==> src/include/msal_pkg.sv <==
// Package with constants for the memory stack and access lock block.
package msal_pkg;
   localparam int          STACK_DEPTH      = 4;
   localparam int          STACK_WIDTH      = 16;
   localparam logic [1:0]  STACK_RESET_IDX  = 2'h3;
   localparam logic [1:0]  STACK_STEP       = 2'h1;
   localparam logic [15:0] UROM_BASE        = 16'h8000;
   localparam logic [15:0] APP_RESET_ADDR   = 16'h0000;
   localparam logic [15:0] PW_FIRST_ADDR    = 16'h0010;
   localparam logic [15:0] PW_LAST_ADDR     = 16'h001f;
   localparam logic [15:0] PW_ERASED_WORD   = 16'h0000;
   localparam logic [3:0]  PW_LAST_IDX      = 4'hf;
   localparam int          PW_WORDS         = 16;
   localparam int          ACC_COUNT        = 16;
   localparam int          ACC_WIDTH        = 8;
   localparam logic [3:0]  ACC_MODULE_SPEC  = 4'h9;
   localparam logic [3:0]  SP_MODULE_SPEC   = 4'hd;
   localparam logic [3:0]  SP_REG_IDX       = 4'h1;
   // AXI register byte offsets.
   localparam logic [7:0]  REG_CTRL         = 8'h00;
   localparam logic [7:0]  REG_STATUS       = 8'h04;
   localparam logic [7:0]  REG_MAP          = 8'h08;
   // Control and status register fields.
   localparam int          CTRL_PWL_BIT     = 0;
   localparam int          CTRL_LOCK_BIT    = 1;
   localparam int          CTRL_PE_BIT      = 2;
   // Memory map modes.
   localparam logic [1:0]  MAP_HARVARD      = 2'h0;
   localparam logic [1:0]  MAP_VON_NEUMANN  = 2'h1;
   localparam logic [1:0]  MAP_PROG_IN_DATA = 2'h2;
   // Stack operation codes.
   localparam logic [2:0]  OP_NONE          = 3'h0;
   localparam logic [2:0]  OP_CALL          = 3'h1;
   localparam logic [2:0]  OP_PUSH          = 3'h2;
   localparam logic [2:0]  OP_IRQ_VECTOR    = 3'h3;
   localparam logic [2:0]  OP_RET           = 3'h4;
   localparam logic [2:0]  OP_INTERRUPT_RETURN_OP          = 3'h5;
   localparam logic [2:0]  OP_POP           = 3'h6;
   localparam logic [2:0]  OP_STACK_LOAD_IRQ_OP          = 3'h7;
   // Bootloader operations.
   localparam logic [2:0]  BL_LOAD          = 3'h0;
   localparam logic [2:0]  BL_DUMP          = 3'h1;
   localparam logic [2:0]  BL_CHECKSUM      = 3'h2;
   localparam logic [2:0]  BL_VERIFY        = 3'h3;
   localparam logic [2:0]  BL_ERASE         = 3'h4;
   localparam logic [1:0]  AXI_OKAY         = 2'h0;
   localparam logic [1:0]  AXI_SLVERR       = 2'h2;
   typedef enum logic [1:0] {
      MSAL_PW_IDLE  = 2'h0,
      MSAL_PW_CHECK = 2'h1,
      MSAL_PW_DONE  = 2'h3
   } msal_pw_e;
endpackage

==> src/hdl/msal_top.sv <==
// Return stack, memory map, access lock and bootloader entry logic.
// Function
// RULE1: Four-level 16-bit return stack.
// RULE2: Calls, returns, interrupts, push, pop use stack.
// RULE3: Reset sets stack index to three.
// RULE4: Pushes increment index, then write entry.
// RULE5: Pops read entry, then decrement index.
// RULE6: Stack index wraps modulo four silently.
// RULE7: Utility ROM starts at address 8000h.
// RULE8: Harvard default, optional pseudo-Von Neumann map.
// RULE9: Optional map of program into data.
// RULE10: Password is program words 0010h to 001Fh.
// RULE11: Lock bit set refuses ROM without password.
// RULE12: Lock bit clear grants access freely.
// RULE13: Mass erase leaves an all-zero password.
// RULE14: Code lock denies access even with password.
// RULE15: Only mass erase clears code lock.
// RULE16: Program enable at reset starts bootloader.
// RULE17: Cleared program enable starts application.
// RULE18: Bootloader supports load, dump, checksum, verify, erase.
// RULE19: Sixteen 8-bit accumulators in module 9h.
// RULE20: Selector low nibble module, upper nibble index.
//
// Added by the designer: register access over AXI4-Lite and the address map.
`timescale 1ns/1ps
module msal_top (
   input  wire logic        clk,
   input  wire logic        reset,
   input  wire logic [2:0]  stack_op,
   input  wire logic [15:0] stack_wdata,
   output logic      [15:0] stack_rdata,
   output logic      [1:0]  stack_index,
   input  wire logic [7:0]  reg_sel,
   input  wire logic        reg_we,
   input  wire logic [7:0]  reg_wdata,
   output logic      [15:0] reg_rdata,
   input  wire logic        pw_word_valid,
   input  wire logic [15:0] pw_word,
   output logic      [15:0] pw_fetch_addr,
   input  wire logic        host_pw_valid,
   input  wire logic [15:0] host_pw_word,
   input  wire logic        host_pw_start,
   input  wire logic        mass_erase_done,
   input  wire logic        code_lock_set,
   input  wire logic        jtag_pe_set,
   input  wire logic        jtag_pe_clear,
   input  wire logic        bl_op_valid,
   input  wire logic [2:0]  bl_op,
   output logic             bl_op_accept,
   output logic             urom_access_ok,
   output logic      [15:0] reset_vector,
   output logic      [1:0]  map_mode,
   output logic      [15:0] urom_base,
   input  wire logic [7:0]  s_axi_awaddr,
   input  wire logic        s_axi_awvalid,
   output logic             s_axi_awready,
   input  wire logic [31:0] s_axi_wdata,
   input  wire logic [3:0]  s_axi_wstrb,
   input  wire logic        s_axi_wvalid,
   output logic             s_axi_wready,
   output logic      [1:0]  s_axi_bresp,
   output logic             s_axi_bvalid,
   input  wire logic        s_axi_bready,
   input  wire logic [7:0]  s_axi_araddr,
   input  wire logic        s_axi_arvalid,
   output logic             s_axi_arready,
   output logic      [31:0] s_axi_rdata,
   output logic      [1:0]  s_axi_rresp,
   output logic             s_axi_rvalid,
   input  wire logic        s_axi_rready
);
   typedef struct packed {
      logic [msal_pkg::STACK_DEPTH-1:0][msal_pkg::STACK_WIDTH-1:0] stk;
      logic [1:0]                                            sp;
      logic [15:0]                                           srd;
      logic [msal_pkg::ACC_COUNT-1:0][msal_pkg::ACC_WIDTH-1:0]     acc;
      logic [15:0]                                           rrd;
      logic                                                  password_lock_bit;
      logic                                                  clk_lock;
      logic                                                  pe;
      logic                                                  boot;
      logic                                                  pw_ok;
      logic                                                  pw_match;
      logic [3:0]                                            pw_idx;
      msal_pkg::msal_pw_e                                    pw_st;
      logic                                                  blacc;
      logic [1:0]                                            map;
      logic                                                  aw_h;
      logic [7:0]                                            aw_a;
      logic                                                  w_h;
      logic [31:0]                                           w_d;
      logic                                                  bv;
      logic [1:0]                                            br;
      logic                                                  rv;
      logic [31:0]                                           rd;
      logic [1:0]                                            rr;
      logic                                                  first;
   } msal_state_s;

   msal_state_s s_q;
   msal_state_s s_d;
   logic        access_ok;

   // Access is granted unless code-locked; a set lock bit also needs the password.
   // RULE11 RULE12 RULE14 gate access.
   assign access_ok = ~s_q.clk_lock & (~s_q.password_lock_bit | s_q.pw_ok);

   // Next-state logic for every part of the block except the boot choice.
   always_comb begin
      s_d = s_q;
      s_d.blacc = 1'b0;
      s_d.first = 1'b0;
      // RULE2 RULE4 stack pushes.
      case (stack_op)
         msal_pkg::OP_CALL, msal_pkg::OP_PUSH, msal_pkg::OP_IRQ_VECTOR: begin
            // RULE6 silent wrap.
            s_d.sp = s_q.sp + msal_pkg::STACK_STEP;
            s_d.stk[s_d.sp] = stack_wdata;
         end
         // RULE5 read then decrement.
         msal_pkg::OP_RET, msal_pkg::OP_INTERRUPT_RETURN_OP, msal_pkg::OP_POP, msal_pkg::OP_STACK_LOAD_IRQ_OP: begin
            s_d.srd = s_q.stk[s_q.sp];
            s_d.sp  = s_q.sp - msal_pkg::STACK_STEP;
         end
         default: begin
         end
      endcase
      // RULE19 RULE20 register selector decode.
      s_d.rrd = 16'h0000;
      if (reg_sel[3:0] == msal_pkg::ACC_MODULE_SPEC) begin
         s_d.rrd = {8'h00, s_q.acc[reg_sel[7:4]]};
         if (reg_we) begin
            s_d.acc[reg_sel[7:4]] = reg_wdata;
         end
      end else if (reg_sel[3:0] == msal_pkg::SP_MODULE_SPEC &&
                   reg_sel[7:4] == msal_pkg::SP_REG_IDX) begin
         s_d.rrd = {14'h0000, s_q.sp};
      end
      // RULE10 RULE11 password compare over the sixteen words.
      case (s_q.pw_st)
         msal_pkg::MSAL_PW_IDLE: begin
            if (host_pw_start) begin
               s_d.pw_idx   = 4'h0;
               s_d.pw_match = 1'b1;
               s_d.pw_ok    = 1'b0;
               s_d.pw_st    = msal_pkg::MSAL_PW_CHECK;
            end
         end
         msal_pkg::MSAL_PW_CHECK: begin
            if (pw_word_valid && host_pw_valid) begin
               s_d.pw_match = s_q.pw_match & (pw_word == host_pw_word);
               s_d.pw_idx   = s_q.pw_idx + 4'h1;
               if (s_q.pw_idx == msal_pkg::PW_LAST_IDX) begin
                  s_d.pw_st = msal_pkg::MSAL_PW_DONE;
               end
            end
         end
         msal_pkg::MSAL_PW_DONE: begin
            s_d.pw_ok = s_q.pw_match;
            s_d.pw_st = msal_pkg::MSAL_PW_IDLE;
         end
         default: s_d.pw_st = msal_pkg::MSAL_PW_IDLE;
      endcase
      // RULE14 code lock set by the bootloader.
      if (code_lock_set) begin
         s_d.clk_lock = 1'b1;
      end
      // RULE13 RULE15 mass erase clears the lock; erased password is all zero.
      if (mass_erase_done && !code_lock_set) begin
         s_d.clk_lock = 1'b0;
         s_d.pw_ok    = 1'b0;
      end
      // RULE16 program enable from the debug port.
      if (jtag_pe_set) begin
         s_d.pe = 1'b1;
      end else if (jtag_pe_clear) begin
         s_d.pe = 1'b0;
      end
      // RULE18 bootloader operations need access.
      if (bl_op_valid && access_ok && bl_op <= msal_pkg::BL_ERASE) begin
         s_d.blacc = 1'b1;
      end
      // AXI write channel capture.
      if (s_axi_awvalid && !s_q.aw_h) begin
         s_d.aw_h = 1'b1;
         s_d.aw_a = s_axi_awaddr;
      end
      if (s_axi_wvalid && !s_q.w_h) begin
         s_d.w_h = 1'b1;
         s_d.w_d = s_axi_wdata;
      end
      if (s_q.aw_h && s_q.w_h && !s_q.bv) begin
         s_d.aw_h = 1'b0;
         s_d.w_h  = 1'b0;
         s_d.bv   = 1'b1;
         s_d.br   = msal_pkg::AXI_OKAY;
         case (s_q.aw_a)
            msal_pkg::REG_CTRL: begin
               if (s_axi_wstrb[0]) begin
                  s_d.password_lock_bit = s_q.w_d[msal_pkg::CTRL_PWL_BIT];
               end
            end
            // RULE8 RULE9 map mode selection.
            msal_pkg::REG_MAP: begin
               if (s_axi_wstrb[0] && s_q.w_d[1:0] != 2'h3) begin
                  s_d.map = s_q.w_d[1:0];
               end
            end
            msal_pkg::REG_STATUS: begin
            end
            default: s_d.br = msal_pkg::AXI_SLVERR;
         endcase
      end
      if (s_q.bv && s_axi_bready) begin
         s_d.bv = 1'b0;
      end
      // AXI read channel.
      if (s_axi_arvalid && !s_q.rv) begin
         s_d.rv = 1'b1;
         s_d.rr = msal_pkg::AXI_OKAY;
         s_d.rd = 32'h0000_0000;
         case (s_axi_araddr)
            msal_pkg::REG_CTRL: begin
               s_d.rd[msal_pkg::CTRL_PWL_BIT] = s_q.password_lock_bit;
            end
            msal_pkg::REG_STATUS: begin
               s_d.rd[msal_pkg::CTRL_PWL_BIT]  = s_q.pw_ok;
               s_d.rd[msal_pkg::CTRL_LOCK_BIT] = s_q.clk_lock;
               s_d.rd[msal_pkg::CTRL_PE_BIT]   = s_q.pe;
               s_d.rd[5:4]                     = s_q.sp;
            end
            msal_pkg::REG_MAP: s_d.rd[1:0] = s_q.map;
            default: s_d.rr = msal_pkg::AXI_SLVERR;
         endcase
      end else if (s_q.rv && s_axi_rready) begin
         s_d.rv = 1'b0;
      end
   end

   // State register; the boot choice is latched just after reset release.
   always_ff @(posedge clk) begin
      if (reset) begin
         s_q          <= '0;
         // RULE3 stack index at the top.
         s_q.sp       <= msal_pkg::STACK_RESET_IDX;
         s_q.password_lock_bit      <= 1'b1;
         // Program enable and code lock survive reset, but a host clear or a mass erase
         // during reset still acts, which also gives both flops a known power-on value.
         s_q.pe       <= (s_q.pe & ~jtag_pe_clear) | jtag_pe_set;
         s_q.clk_lock <= s_q.clk_lock & ~mass_erase_done;
         s_q.map      <= msal_pkg::MAP_HARVARD;
         s_q.pw_st    <= msal_pkg::MSAL_PW_IDLE;
         s_q.first    <= 1'b1;
      end else begin
         s_q <= s_d;
         // RULE16 RULE17 choose bootloader or application.
         if (s_q.first) begin
            s_q.boot <= s_q.pe;
         end
      end
   end

   // Outputs driven only by flip-flops and constants, some through small combinational logic.
   assign stack_rdata    = s_q.srd;
   assign stack_index    = s_q.sp;
   assign reg_rdata      = s_q.rrd;
   assign pw_fetch_addr  = msal_pkg::PW_FIRST_ADDR + {12'h000, s_q.pw_idx};
   assign bl_op_accept   = s_q.blacc;
   assign urom_access_ok = ~s_q.clk_lock & (~s_q.password_lock_bit | s_q.pw_ok);
   // RULE7 utility ROM base and boot vector.
   assign reset_vector   = s_q.boot ? msal_pkg::UROM_BASE : msal_pkg::APP_RESET_ADDR;
   assign map_mode       = s_q.map;
   assign urom_base      = msal_pkg::UROM_BASE;
   assign s_axi_awready  = ~s_q.aw_h;
   assign s_axi_wready   = ~s_q.w_h;
   assign s_axi_bvalid   = s_q.bv;
   assign s_axi_bresp    = s_q.br;
   assign s_axi_arready  = ~s_q.rv;
   assign s_axi_rvalid   = s_q.rv;
   assign s_axi_rdata    = s_q.rd;
   assign s_axi_rresp    = s_q.rr;

   AST_RESET_IDX: assert property (@(posedge clk) $fell(reset) |-> stack_index == 2'h3) // RULE3
      else $error("stack index not three after reset");
   AST_PUSH_INC: assert property (@(posedge clk) disable iff (reset)
      stack_op inside {3'h1, 3'h2, 3'h3} |=> stack_index == $past(stack_index) + 2'h1) // RULE4
      else $error("push did not increment index");
   AST_POP_DEC: assert property (@(posedge clk) disable iff (reset)
      stack_op[2] |=> stack_index == $past(stack_index) - 2'h1) // RULE5
      else $error("pop did not decrement index");
   AST_PUSH_POP: assert property (@(posedge clk) disable iff (reset)
      stack_op == 3'h2 ##1 stack_op == 3'h6 |=> stack_rdata == $past(stack_wdata, 2)) // RULE1
      else $error("pop did not return pushed value");
   AST_LOCK_DENY: assert property (@(posedge clk) disable iff (reset)
      s_q.clk_lock |-> !urom_access_ok) // RULE14
      else $error("code lock did not deny access");
   AST_PWL_FREE: assert property (@(posedge clk) disable iff (reset)
      !s_q.password_lock_bit && !s_q.clk_lock |-> urom_access_ok) // RULE12
      else $error("clear lock bit did not grant access");
   AST_BL_DENY: assert property (@(posedge clk) disable iff (reset)
      bl_op_valid && !urom_access_ok |=> !bl_op_accept) // RULE11
      else $error("bootloader op accepted while locked");
   AST_ERASE_CLR: assert property (@(posedge clk) disable iff (reset)
      mass_erase_done && !code_lock_set |=> !s_q.clk_lock) // RULE15
      else $error("mass erase did not clear code lock");
   AST_BOOT_VEC: assert property (@(posedge clk) disable iff (reset)
      s_q.boot |-> reset_vector == 16'h8000) // RULE16
      else $error("boot vector not utility ROM");
   COV_PUSH_POP: cover property (@(posedge clk) stack_op == 3'h1 ##1 stack_op == 3'h4);
   COV_PW_OK: cover property (@(posedge clk) $rose(s_q.pw_ok));
   COV_BOOT: cover property (@(posedge clk) $rose(s_q.boot));
endmodule

==> config.mk <==
export PLATFORM = sky130hd
export DESIGN_NAME = msal_top
export DESIGN_NICKNAME = d
export VERILOG_FILES = /design/src/include/msal_pkg.sv /design/src/hdl/msal_top.sv
export SDC_FILE = /design/constraint.sdc
export NUM_CORES = 1
export LEC_CHECK = 0
export CAP_MARGIN = 20
export CELL_PAD_IN_SITES_DETAIL_PLACEMENT = 1
export CELL_PAD_IN_SITES_GLOBAL_PLACEMENT = 1
export CORE_ASPECT_RATIO = 1.1
export CORE_MARGIN = 3
export CORE_UTILIZATION = 44
export CTS_CLUSTER_DIAMETER = 60
export DETAILED_ROUTE_END_ITERATION = 10
export DONT_BUFFER_PORTS = 1
export PLACE_DENSITY = 0.81
export REMOVE_ABC_BUFFERS = 1
export SLEW_MARGIN = 30
export SYNTH_ARGS = -nofsm -noshare
export SYNTH_HDL_FRONTEND = slang
export SYNTH_SLANG_ARGS = --single-unit
==> constraint.sdc <==
create_clock -name clk -period 2.1 [get_ports clk]
set_clock_uncertainty 0.1 [all_clocks]
set_input_delay 0.42 -clock clk [delete_from_list [all_inputs] [get_ports clk]]
set_output_delay 0.42 -clock clk [all_outputs]
set_load 0.01 [all_outputs]
## Word-level counts from Yosys, hierarchy flattened

Cells that the tools add are included.

| storage, ports and cells | value |
|---|---|
| register bits | 295 |
| input port bits | 138 |
| output and inout bits | 127 |
| word-level logic and storage cells | 177 |

| operators by class | value |
|---|---|
| add/sub/neg operators | 4 |
| magnitude comparators | 6 |
| equality and inequality tests | 22 |
| multiplexer cells | 45 |
| bitwise gates (word level) | 13 |
| reductions and logical operators | 43 |

Operators with widths:

| cell | count |
|---|---|
| bitwise mux 128 bit | 1 |
| 2-to-1 mux 95 bit | 1 |
| bitwise mux 64 bit | 1 |
| 2-to-1 mux 16 bit | 3 |
| 2-to-1 mux 8 bit | 5 |
| 2-to-1 mux 33 bit | 1 |
| binary-select mux 16 bit (select 2 bit) | 1 |
| binary-select mux 8 bit (select 4 bit) | 1 |
| demux 16 bit (select 2 bit) | 1 |
| demux 8 bit (select 4 bit) | 1 |
| equality test 16 bit | 1 |
| equality test 8 x 3 -> 1 bit, second input constant | 2 |
| equality test 8 x 4 -> 1 bit, second input constant | 2 |
| zero test 8 bit | 2 |
| logical AND 1 bit | 15 |
| 2-to-1 mux 2 bit | 7 |
| equality test 3 bit, second input constant | 4 |
| equality test 4 bit, second input constant | 3 |
| 2-to-1 mux 1 bit | 12 |
| AND reduction 3 bit | 4 |
| one-hot mux 5 bit (2 select lines) | 1 |
| 2-to-1 mux 9 bit | 1 |
| OR reduction 3 bit | 3 |
| != test 2 bit, second input constant | 4 |
| 29 further kinds | 56 |

## Longest topological paths before layout

Gate-level depths: netlist (run 1).

| depth | value |
|---|---|
| depth after elaboration | 7 |
| depth in mapped cells | 9 |
| depth with buffers taken out | 6 |

## Worst setup path before layout (run 1)

OpenSTA, ideal clock, no wires.

| timing | value |
|---|---|
| path type | register -> register |
| start point | register s_q (netlist bit stack_index[1]) |
| end point | register s_q[295] in the netlist's numbering |
| library setup time | 132 ps |
| arrival time | 1878 ps |
| data required time | 1868 ps |
| slack | -11 ps |
| stages on the path, launching flop included | 10 |
| buffers on the path | 4 |
| period minus slack after synthesis | 2111 ps |
| cells stage by stage | dfxtp_1 -> clkbuf_1 -> buf_2 -> inv_1 -> ha_1 -> and2_1 -> clkbuf_1 -> clkbuf_1 -> nand2_1 -> a21oi_1 |

| between the ends | value |
|---|---|
| longest elaborated chain between the ends | 6 |
| elaborated cells between the ends (all ways) | 7 |

RTL lines:

| what | line | text |
|---|---|---|
| from (decl) | msal_top.sv:100 | `msal_state_s s_q;` |
| adder 2 x 1 -> 2 bit (*) | msal_top.sv:117 | `s_d.sp = s_q.sp + msal_pkg::STACK_STEP;` |
| less-than comparator 2 x 3 -> 1 bit (implied by the code) / greater-or-equal comparator 2 x 1 -> 1 bit (equally long branches) | msal_top.sv:118 | `s_d.stk[s_d.sp] = stack_wdata;` |
| logical AND 1 bit (implied by the code) | msal_top.sv:118 |  |
| 2-to-1 mux 16 bit (implied by the code) | msal_top.sv:118 |  |
| demux 16 bit (select 2 bit) (*) | msal_top.sv:118 |  |
| bitwise mux 64 bit (*) | msal_top.sv:118 |  |

Every way passes the cells marked *; elsewhere a longest branch is shown, timed or not.
A chain may end at the register's enable or synchronous reset.

## Worst setup path in the final report (run 1)

| timing | value |
|---|---|
| start point | register s_q (netlist bit stack_index[1]) |
| end point | register s_q (netlist bit stack_rdata[12]) |

| between the ends | value |
|---|---|
| longest elaborated chain between the ends | 2 |

RTL lines:

| what | line | text |
|---|---|---|
| binary-select mux 16 bit (select 2 bit) | msal_top.sv:122 | `s_d.srd = s_q.stk[s_q.sp];` |
| 2-to-1 mux 16 bit (implied by the code) | msal_top.sv:122 |  |

No other way between the ends. The select of a mux whose other input is x is not followed.

==> impl_metrics.json, run 1 <==
{
  "drt-pass1-iter-count": 4,
  "ir_drop_v": 0.000480,
  "layout.cell_area.non_filler_um2": 13800,
  "grt_start_max_net_pins": 91,
  "placed_cell_area_um2": 11700,
  "rsz0062_at_grt": "false",
  "cts_made_buffers": 29,
  "final_min_period_over_clock_period_pct": 96.5,
  "post-route-drc-count": 0,
  "nFillCells": 2917,
  "holdCritPathClass": "primary input to register",
  "maxClockFrequency_mhz": 494,
  "synth_edf_count": 2,
  "yosysTopAreaCellShare_pct": 42.9,
  "reg2reg_depth": 5,
  "synth_area_leaders": "sky130_fd_sc_hd__dfxtp_1, sky130_fd_sc_hd__mux2i_1, sky130_fd_sc_hd__mux4_2",
  "p_leak_nw": 6.04,
  "detailed_route_iter0_violations": 478,
  "place_worst_setup_slack_ns": 0.0843,
  "insertion_delay_ns": 0.54,
  "pin_count": 265,
  "synthesis.yosys.warnings": 0,
  "wirelength_mm": 35.4,
  "yosysMostFrequentCell": "sky130_fd_sc_hd__dfxtp_1",
  "dieHeight_um": 178,
  "wl_cell_um": 21.3,
  "finalWorstPathRequiredPeriod_ns": 2.03,
  "whs_path_depth": 2,
  "critical_path.max_stage_delay_ns": 0.54,
  "synthesis.area_per_instance_um2": 9.73,
  "detailroute.via_count": 8907,
  "ys_ff_latch": 255,
  "area.growth.synth_to_final_pct": 17.4,
  "synthArstFlopShare_pct": 0,
  "synth_cells": 1212,
  "post_synth_most_frequent_cells": "sky130_fd_sc_hd__dfxtp_1, sky130_fd_sc_hd__nand2_1, sky130_fd_sc_hd__mux2i_1",
  "startpoint_type": "register",
  "status": "finished, violations left",
  "die_area_um2": 28800,
  "ys.flop_type": "sky130_fd_sc_hd__dfxtp_1",
  "diodes": 0,
  "post-route-worst-setup-slack_ns": 0.0739,
  "chipWidth_um": 162,
  "power_total_mw": 10.7,
  "timing.critical_path.slowest_stage_cell": "sky130_fd_sc_hd__dlygate4sd3_1",
  "cts_tree": "built",
  "worst_slew_margin_rel_pct": 52.0,
  "critPathKind": "register to register",
  "yosysSeqAreaShare_pct": 43.4,
  "overflow": 0,
  "worstPathArrival_ns": 2.35,
  "root_buffer_master": "sky130_fd_sc_hd__clkbuf_16",
  "report.final.setup_viol": 0,
  "critical_path_required_ns": 2.43,
  "num-nets-final": 1431,
  "drv_cap": 0,
  "timing.final.hold_violations": 1,
  "worst-path-max-fanout": 5,
  "worstPathCellList": "buf_4 -> mux4_2 -> mux2i_1 -> nor2_1 -> dlygate4sd3_1",
  "initial_utilization_pct": 45.0,
  "syn_area_um2": 11800,
  "clock_sink_count": 255,
  "place_congestion": 0.774,
  "synth.distinct_cells": 55,
  "placement_rows": 62,
  "antenna_found_initial": 0,
  "detailed_place_hpwl_mm": 21.0,
  "final_max_tran_viols": 0,
  "drt-vias-per-instance": 5.37,
  "worstSetupEndpointType": "register",
  "cts.clk_slew.worst_paths_ns": 0.06,
  "io_buffer_count": 0,
  "holdWs_ns": -0.000198,
  "failed_checks": "hold timing",
  "cts-root-to-sink-buffers": 3,
  "track_usage_pct": 23.8,
  "grt_first_pass_wirelength_mm": 54.2,
  "synthDominantAreaCellType": "sky130_fd_sc_hd__dfxtp_1",
  "timing_worst_slew_pin_value_ns": 0.718,
  "grt_pass1_vias": 9894,
  "power.density_nw_per_um2": 770,
  "drive_above_1_share_pct": 12.5,
  "floorplan.core_area_um2": 26200,
  "htree_num_levels": 1,
  "ant_nets": 0,
  "totalNegativeSetupSlack_ns": 0
}
==> cells by family after synthesis <==
kind of cell    synth area share [%]
other cells                   0.0637
buf+inv                         10.8
mux                             23.7
simple gates                    15.2
fa+ha+maj                      0.530
compound gates                  4.88
xor+xnor                        1.41
flops                           43.4
==> per-layer routing <==
layer  GRT usage, %  wire, um  up-vias
met5              0         0        -
met3           4.04      1890       90
met1           26.3     13600     4492
li1               -         -     4079
met2           44.9     18600      246
met4           9.85      1220        0
==> metrics by stage <==
| stage | std cells | utilization, % |
|---|---|---|
| after floorplan | 1095 | - |
| after global placement | 1494 | 44.7 |
| after detailed placement | 1494 | 44.7 |
| after CTS | 1659 | 52.6 |
| after global routing | 1659 | 52.8 |
| final | 1659 | 52.8 |
==> registers in the layout (all words and copies together) (netlist names) <==
signal and flops:
bl_op_accept 1, map_mode 2, reg_rdata 8, s_axi_bresp 1, s_axi_bvalid 1, s_axi_rdata 5, s_axi_rresp 1, s_axi_rvalid 1
s_d 1, s_q 216, stack_index 2, stack_rdata 16
==> final timing paths <==
check / from / to / slack (ns)
setup / recovery: stack_index[1] / stack_rdata[12] / 0.07
hold / removal: reg_wdata[4] / s_q[220] / -0.0002
setup reg to reg: stack_index[1] / stack_rdata[12] / 0.07
hold reg to reg: s_q[313] / s_q[313] / 0.35
==> critical path, delay by kind of cell, from the launching register on <==
family,cells,cell delay (ns)
buffers and inverters,2,0.73
multiplexers,2,0.66
flip-flops,1,0.37
AND/OR/NAND/NOR,1,0.05
==> where the power goes <==
part	internal, mW	switching, mW
combinational	0.347	0.464
clock	2.83	2.01
sequential	4.94	0.0721
total	8.11	2.55
==> what timing repair did <==
action,4_1_cts,5_1_grt
setup endpoints to repair,0,21
buffers inserted,0,0
hold buffers,115,0
endpoints found under the hold margin,178,0
resized for setup,0,13
==> cell usage in the layout (no fill, tap or decap), types with 3 or more instances in the layout <==
cell | netlist | layout
sky130_fd_sc_hd__dfxtp_1 | 253 | 251
sky130_fd_sc_hd__nand2_1 | 222 | 222
sky130_fd_sc_hd__mux2i_1 | 166 | 165
sky130_fd_sc_hd__dlygate4sd3_1 | 0 | 113
sky130_fd_sc_hd__nor2_1 | 104 | 104
sky130_fd_sc_hd__conb_1 | 2 | 80
sky130_fd_sc_hd__a21oi_1 | 76 | 76
sky130_fd_sc_hd__mux4_2 | 49 | 49
sky130_fd_sc_hd__buf_4 | 123 | 38
sky130_fd_sc_hd__clkbuf_16 | 0 | 29
sky130_fd_sc_hd__xor2_1 | 18 | 18
sky130_fd_sc_hd__inv_1 | 12 | 12
sky130_fd_sc_hd__o21ai_0 | 9 | 9
sky130_fd_sc_hd__nor3_1 | 9 | 9
sky130_fd_sc_hd__nor2b_1 | 9 | 9
sky130_fd_sc_hd__nand4_1 | 7 | 7
sky130_fd_sc_hd__and2_1 | 7 | 6
sky130_fd_sc_hd__nand3_1 | 6 | 6
sky130_fd_sc_hd__clkbuf_1 | 55 | 6
sky130_fd_sc_hd__buf_12 | 0 | 6
sky130_fd_sc_hd__nand2b_1 | 5 | 5
sky130_fd_sc_hd__o22ai_1 | 5 | 5
sky130_fd_sc_hd__ha_1 | 5 | 5
sky130_fd_sc_hd__clkbuf_8 | 0 | 5
sky130_fd_sc_hd__clkinv_2 | 0 | 5
sky130_fd_sc_hd__nand4_2 | 4 | 4
sky130_fd_sc_hd__nand2_2 | 4 | 4
sky130_fd_sc_hd__nor4_1 | 5 | 4
sky130_fd_sc_hd__and3b_1 | 3 | 3
sky130_fd_sc_hd__clkinv_4 | 0 | 3
==> area by class of cell <==
cell class	instances	area, um^2	share of cell area, %
multi-input combinational	827	5720	41.3
inverter	13	48.8	0.352
sequential	255	5130	37.0
timing repair buffer	162	1610	11.6
clock buffer	40	817	5.90
clock inverter	10	88.8	0.642
tap	352	440	3.18
Power figures use the tool's default switching activity.
==> inputs of run 2 (changes only) <==
--- a/config.mk
+++ b/config.mk
@@ -10,11 +10,11 @@
 export CELL_PAD_IN_SITES_GLOBAL_PLACEMENT = 1
 export CORE_ASPECT_RATIO = 1.1
 export CORE_MARGIN = 3
-export CORE_UTILIZATION = 44
+export CORE_UTILIZATION = 35
 export CTS_CLUSTER_DIAMETER = 60
 export DETAILED_ROUTE_END_ITERATION = 10
 export DONT_BUFFER_PORTS = 1
-export PLACE_DENSITY = 0.81
+export PLACE_DENSITY = 0.68
 export REMOVE_ABC_BUFFERS = 1
 export SLEW_MARGIN = 30
 export SYNTH_ARGS = -nofsm -noshare
==> run 2 against run 1 <==
  * The flow now finishes without violations
  * Final area up 1.9%
  * Utilization down 9.8 points
  * Critical path depth unchanged
  * Global-route usage down 5.5 points
==> impl_metrics.json, run 2 (synthesis gave the netlist of run 1 again) <==
{
  "timing.final.hold_violations": 0,
  "antenna_found_initial": 0,
  "insertion_delay_ns": 0.58,
  "layout.cells.most_common_list": "sky130_fd_sc_hd__dfxtp_1, sky130_fd_sc_hd__nand2_1, sky130_fd_sc_hd__mux2i_1",
  "num-nets-final": 1439,
  "timing.hold.worst.start": "host_pw_start",
  "status": "finished clean",
  "root_buffer_master": "sky130_fd_sc_hd__clkbuf_16",
  "whs_path_depth": 3,
  "critPathKind": "register to register",
  "finalWorstPathRequiredPeriod_ns": 1.98,
  "drive_above_1_share_pct": 13.0,
  "initial_utilization_pct": 36.0,
  "holdCritPathClass": "primary input to register",
  "placement_rows": 69,
  "drt-pass1-iter-count": 4,
  "startpoint_type": "register",
  "chipWidth_um": 181,
  "report.final.setup_viol": 0,
  "ant_nets": 0,
  "internal_power_mw": 8.48,
  "pin_count": 265,
  "grt_start_max_net_pins": 96,
  "cts_tree": "built",
  "clockPowerShare_pct": 47.6,
  "place_congestion": 0.757,
  "critical_path.max_stage_delay_ns": 0.54,
  "flip_flop_count_of_the_largest_register_all_copies_and_words_added": 216,
  "reg2reg_to": "stack_rdata[14]",
  "worst_slew_margin_rel_pct": 65.8,
  "timing.rr.start": "stack_index[1]",
  "diodes": 0,
  "dieHeight_um": 199,
  "floorplan.core_area_um2": 32800,
  "p_leak_nw": 6.10,
  "io_buffer_count": 0,
  "maxClockFrequency_mhz": 506,
  "post-route-drc-count": 0,
  "power_total_mw": 11.1,
  "holdPathEnd": "s_q[91]",
  "area.growth.synth_to_final_pct": 19.6,
  "track_usage_pct": 18.3,
  "drv_cap": 0,
  "worstPathArrival_ns": 2.34,
  "placed_cells": 1572,
  "final_max_tran_viols": 0,
  "rrSetupSlack_ns": 0.12,
  "pwr-share-comb_pct": 7.4,
  "clock_sink_count": 255,
  "cts_made_buffers": 30,
  "switching_share_pct": 23.9,
  "worstSetupEndpointType": "register",
  "grt_first_pass_wirelength_mm": 52.8,
  "detailed_route_iter0_violations": 443,
  "switching_power_mw": 2.66,
  "htree_num_levels": 1,
  "worstPathCellList": "buf_6 -> mux4_2 -> mux2i_1 -> nor2_1 -> dlygate4sd3_1",
  "die_area_um2": 35900,
  "detailroute.via_count": 8773,
  "critical_path_required_ns": 2.47,
  "wl_cell_um": 19.3,
  "finalCoreUtilization_pct": 43.0,
  "reg2reg_depth": 5,
  "timing.critical_path.slowest_stage_cell": "sky130_fd_sc_hd__dlygate4sd3_1",
  "timing_worst_slew_pin_value_ns": 0.509,
  "ir_drop_v": 0.000569,
  "worst-path-max-fanout": 8,
  "detailed_place_hpwl_mm": 20.4,
  "final_min_period_over_clock_period_pct": 94.1,
  "layout.cells.non_filler": 1744,
  "overflow": 0,
  "power.sequential.fraction_pct": 44.9,
  "drt-vias-per-instance": 5.03,
  "cts-root-to-sink-buffers": 3,
  "grt_pass1_vias": 9378,
  "layout_commonest_cell": "sky130_fd_sc_hd__dfxtp_1",
  "power.density_nw_per_um2": 790,
  "largest-register": "s_q",
  "cts.clk_slew.worst_paths_ns": 0.06,
  "wirelength_mm": 33.7
}
run 2: layer usage:
metal  vias to the layer above  track usage [%]  routed length (um)
met2                       206             33.4               17500
met3                        58             3.46                1730
li1                       4096                -                   -
met1                      4413             22.0               13700
met5                         -                0                   0
met4                         0             5.16                 790
run 2: worst max path at each step:
stage                     slack, ns  cells after the start            from               to
after detailed placement       0.13                      5      reg_sel[1]         s_q[132]
after global placement         0.17                      6      reg_sel[1]         s_q[220]
after global routing          -0.01                      7  stack_index[1]         s_q[308]
after CTS                      0.01                      7  stack_index[0]         s_q[276]
after floorplan               -0.54                      4      reg_sel[1]         s_q[184]
final                          0.12                      5  stack_index[1]  stack_rdata[14]
run 2: per-stage QoR:
stage | hold slack (ns) | worst slack (ns) | TNS (ns) | area (um^2)
2_1_floorplan | 0.327 | -0.537 | -7.79 | 10900
3_3_place_gp | 0.334 | 0.174 | 0 | 11900
3_5_place_dp | 0.342 | 0.134 | 0 | 11900
4_1_cts | 0.00117 | 0.00957 | 0 | 14100
5_1_grt | 0.0167 | -0.0106 | -0.0200 | 14100
6_report | 0.0450 | 0.123 | 0 | 14100
run 2: cell type report:
class | count | area, um^2
fill | 3682 | 18700
multi-input combinational | 827 | 5710
timing repair buffer | 169 | 1690
tap | 426 | 533
sequential | 255 | 5130
clock inverter | 12 | 163
clock buffer | 42 | 846
inverter | 13 | 48.8
run 2: timing repair:
action                                  in CTS  in global routing
hold buffers                               117                  1
buffers inserted                             0                  0
resized for setup                            0                 10
endpoints found under the hold margin      183                  1
endpoints found under the setup margin       0                 18
run 2: worst max-delay path: cells and delay by family (launching register included):
family | cells | cell delay [ns]
buf+inv | 2 | 0.72
mux | 2 | 0.66
flops | 1 | 0.37
simple gates | 1 | 0.05
run 2: power groups by stage:
| stage | clock network [mW] | registers (mW) | logic (mW) |
|---|---|---|---|
| 4_1_cts | 5.44 | 5.00 | 0.817 |
| 6_report | 5.31 | 5.01 | 0.830 |
| 3_3_place_gp | 0 | 5.10 | 0.628 |
| 5_1_grt | 5.65 | 5.01 | 0.912 |
| 2_1_floorplan | 0 | 5.12 | 0.428 |
| 3_5_place_dp | 0 | 5.11 | 0.645 |
==> inputs of run 3 (changes only) <==
--- a/config.mk
+++ b/config.mk
@@ -10,11 +10,11 @@
 export CELL_PAD_IN_SITES_GLOBAL_PLACEMENT = 1
 export CORE_ASPECT_RATIO = 1.1
 export CORE_MARGIN = 3
-export CORE_UTILIZATION = 35
+export CORE_UTILIZATION = 29
 export CTS_CLUSTER_DIAMETER = 60
 export DETAILED_ROUTE_END_ITERATION = 10
 export DONT_BUFFER_PORTS = 1
-export PLACE_DENSITY = 0.68
+export PLACE_DENSITY = 0.59
 export REMOVE_ABC_BUFFERS = 1
 export SLEW_MARGIN = 30
 export SYNTH_ARGS = -nofsm -noshare
==> run 3 against run 2 <==
  * First-iteration DRC count down 25%
  * Wire length rose by 3.1%
  * Sequential power about the same
  * Cell count rose by 4.9%
  * Register-to-register slack gained 0.02 ns
  * Largest power group unchanged
==> impl_metrics.json, run 3 (synthesis gave the netlist of run 1 again) <==
{
  "layout.cells.most_common_list": "sky130_fd_sc_hd__dfxtp_1, sky130_fd_sc_hd__nand2_1, sky130_fd_sc_hd__mux2i_1",
  "detailed_route_iter0_violations": 333,
  "status": "finished clean",
  "htree_num_levels": 1,
  "grt_pass1_vias": 9366,
  "drt-vias-per-instance": 4.77,
  "timing.rr.start": "s_q[79]",
  "post-route-worst-setup-slack_ns": 0.116,
  "overflow": 0,
  "grt_first_pass_wirelength_mm": 53.8,
  "holdCritPathClass": "primary input to register",
  "ir_drop_v": 0.000556,
  "cts-root-to-sink-buffers": 3,
  "drv_cap": 0,
  "rsz0062_at_grt": "false",
  "flip_flop_count_of_the_largest_register_all_copies_and_words_added": 216,
  "wl_cell_um": 19.0,
  "report.final.setup_viol": 0,
  "area.growth.synth_to_final_pct": 21.7,
  "place_worst_setup_slack_ns": 0.107,
  "antenna_found_initial": 0,
  "worstPathArrival_ns": 2.33,
  "final_min_period_over_clock_period_pct": 94.5,
  "power.density_nw_per_um2": 803,
  "timing.final.hold_violations": 0,
  "diodes": 0,
  "detailroute.via_count": 8725,
  "largest-register": "s_q",
  "nFillCells": 4472,
  "floorplan.core_area_um2": 39700,
  "startpoint_type": "primary input",
  "cts_made_buffers": 30,
  "clock_sink_count": 255,
  "drt-pass1-iter-count": 4,
  "track_usage_pct": 15.8,
  "cts.clk_slew.worst_paths_ns": 0.06,
  "chipWidth_um": 198,
  "final_max_tran_viols": 0,
  "dieHeight_um": 218,
  "placed_cell_area_um2": 12000,
  "num-nets-final": 1443,
  "layout_commonest_cell": "sky130_fd_sc_hd__dfxtp_1",
  "initial_utilization_pct": 29.7,
  "die_area_um2": 43100,
  "io_buffer_count": 0,
  "startpoint": "reg_sel[1]",
  "place_congestion": 0.713,
  "holdWs_ns": 0.0359,
  "insertion_delay_ns": 0.56,
  "p_leak_nw": 6.19,
  "root_buffer_master": "sky130_fd_sc_hd__clkbuf_16",
  "layout.cell_area.non_filler_um2": 14400,
  "grt_start_max_net_pins": 97,
  "detailed_place_hpwl_mm": 21.3,
  "worst-path-max-fanout": 5,
  "finalWorstPathRequiredPeriod_ns": 1.98,
  "post-route-drc-count": 0,
  "ant_nets": 0,
  "critical_path_required_ns": 2.44,
  "placement_rows": 76,
  "pin_count": 265,
  "timing.hold.worst.start": "reg_sel[7]",
  "worstSetupEndpointType": "register",
  "drive_above_1_share_pct": 14.1,
  "critPathKind": "primary input to register",
  "cts_tree": "built",
  "wirelength_mm": 34.7,
  "maxClockFrequency_mhz": 504
}
==> run 3: cell count changes in the layout (fill, tap and decap cells not counted), moves of 3 or more <==
cell                            before  now
sky130_fd_sc_hd__buf_4              42   46
sky130_fd_sc_hd__clkbuf_8            5   13
sky130_fd_sc_hd__dlygate4sd3_1     116  113
sky130_fd_sc_hd__clkbuf_1            7    3
==> run 3: final timing paths <==
check	slack, ns	cells past startpoint	end
hold / removal	0.04	2	reg_rdata[6]
hold reg to reg	0.35	2	s_q[286]
setup reg to reg	0.14	4	map_mode[0]
setup / recovery	0.12	7	s_q[154]
==> run 3: metrics by stage <==
stage | power [mW] | TNS [ns] | util [%] | cells
global route | 12.0 | 0 | 36.2 | 1830
global placement | 5.75 | 0 | 30.4 | 1658
finish | 11.5 | 0 | 36.2 | 1830
floorplan | 5.54 | -7.79 | - | 1095
detailed placement | 5.77 | 0 | 30.4 | 1658
CTS | 11.6 | 0 | 36.1 | 1828
==> run 3: worst max-delay path, cell delays in order <==
cell,delay [ns]
sky130_fd_sc_hd__nand3b_2,0.30
sky130_fd_sc_hd__buf_4,0.22
sky130_fd_sc_hd__nor4_4,0.29
sky130_fd_sc_hd__buf_4,0.24
sky130_fd_sc_hd__mux2i_1,0.22
sky130_fd_sc_hd__nor2_1,0.06
sky130_fd_sc_hd__dlygate4sd3_1,0.56
==> run 3: timing repair <==
item,CTS,global route
setup endpoints to repair,0,23
setup buffers,0,2
hold buffers,115,0
hold endpoints to repair,183,0
gates resized for setup,0,12
==> run 3: report_power, final <==
part / total (mW) / internal (mW) / switching, mW / leakage, nW
clock network: 5.67 / 3.51 / 2.15 / 0.539
logic: 0.859 / 0.384 / 0.475 / 3.58
registers: 5.01 / 4.94 / 0.0694 / 2.07
total: 11.5 / 8.83 / 2.70 / 6.19
==> run 3: per-layer routing <==
layer / GRT usage (%) / share of wire [%]
met5: 0 / 0
met4: 3.92 / 2.0
met3: 2.70 / 4.8
met2: 28.6 / 50
met1: 19.4 / 43
==> run 3: layout make-up <==
cell class / count / area [um^2] / share of cell area, %
multi-input cells: 827 / 5710 / 39.8
flip-flops and latches: 255 / 5130 / 35.7
repair buffers: 173 / 1740 / 12.1
clock buffers: 47 / 966 / 6.73
well taps: 507 / 634 / 4.42
clock inverters: 8 / 129 / 0.898
inverters: 13 / 48.8 / 0.340
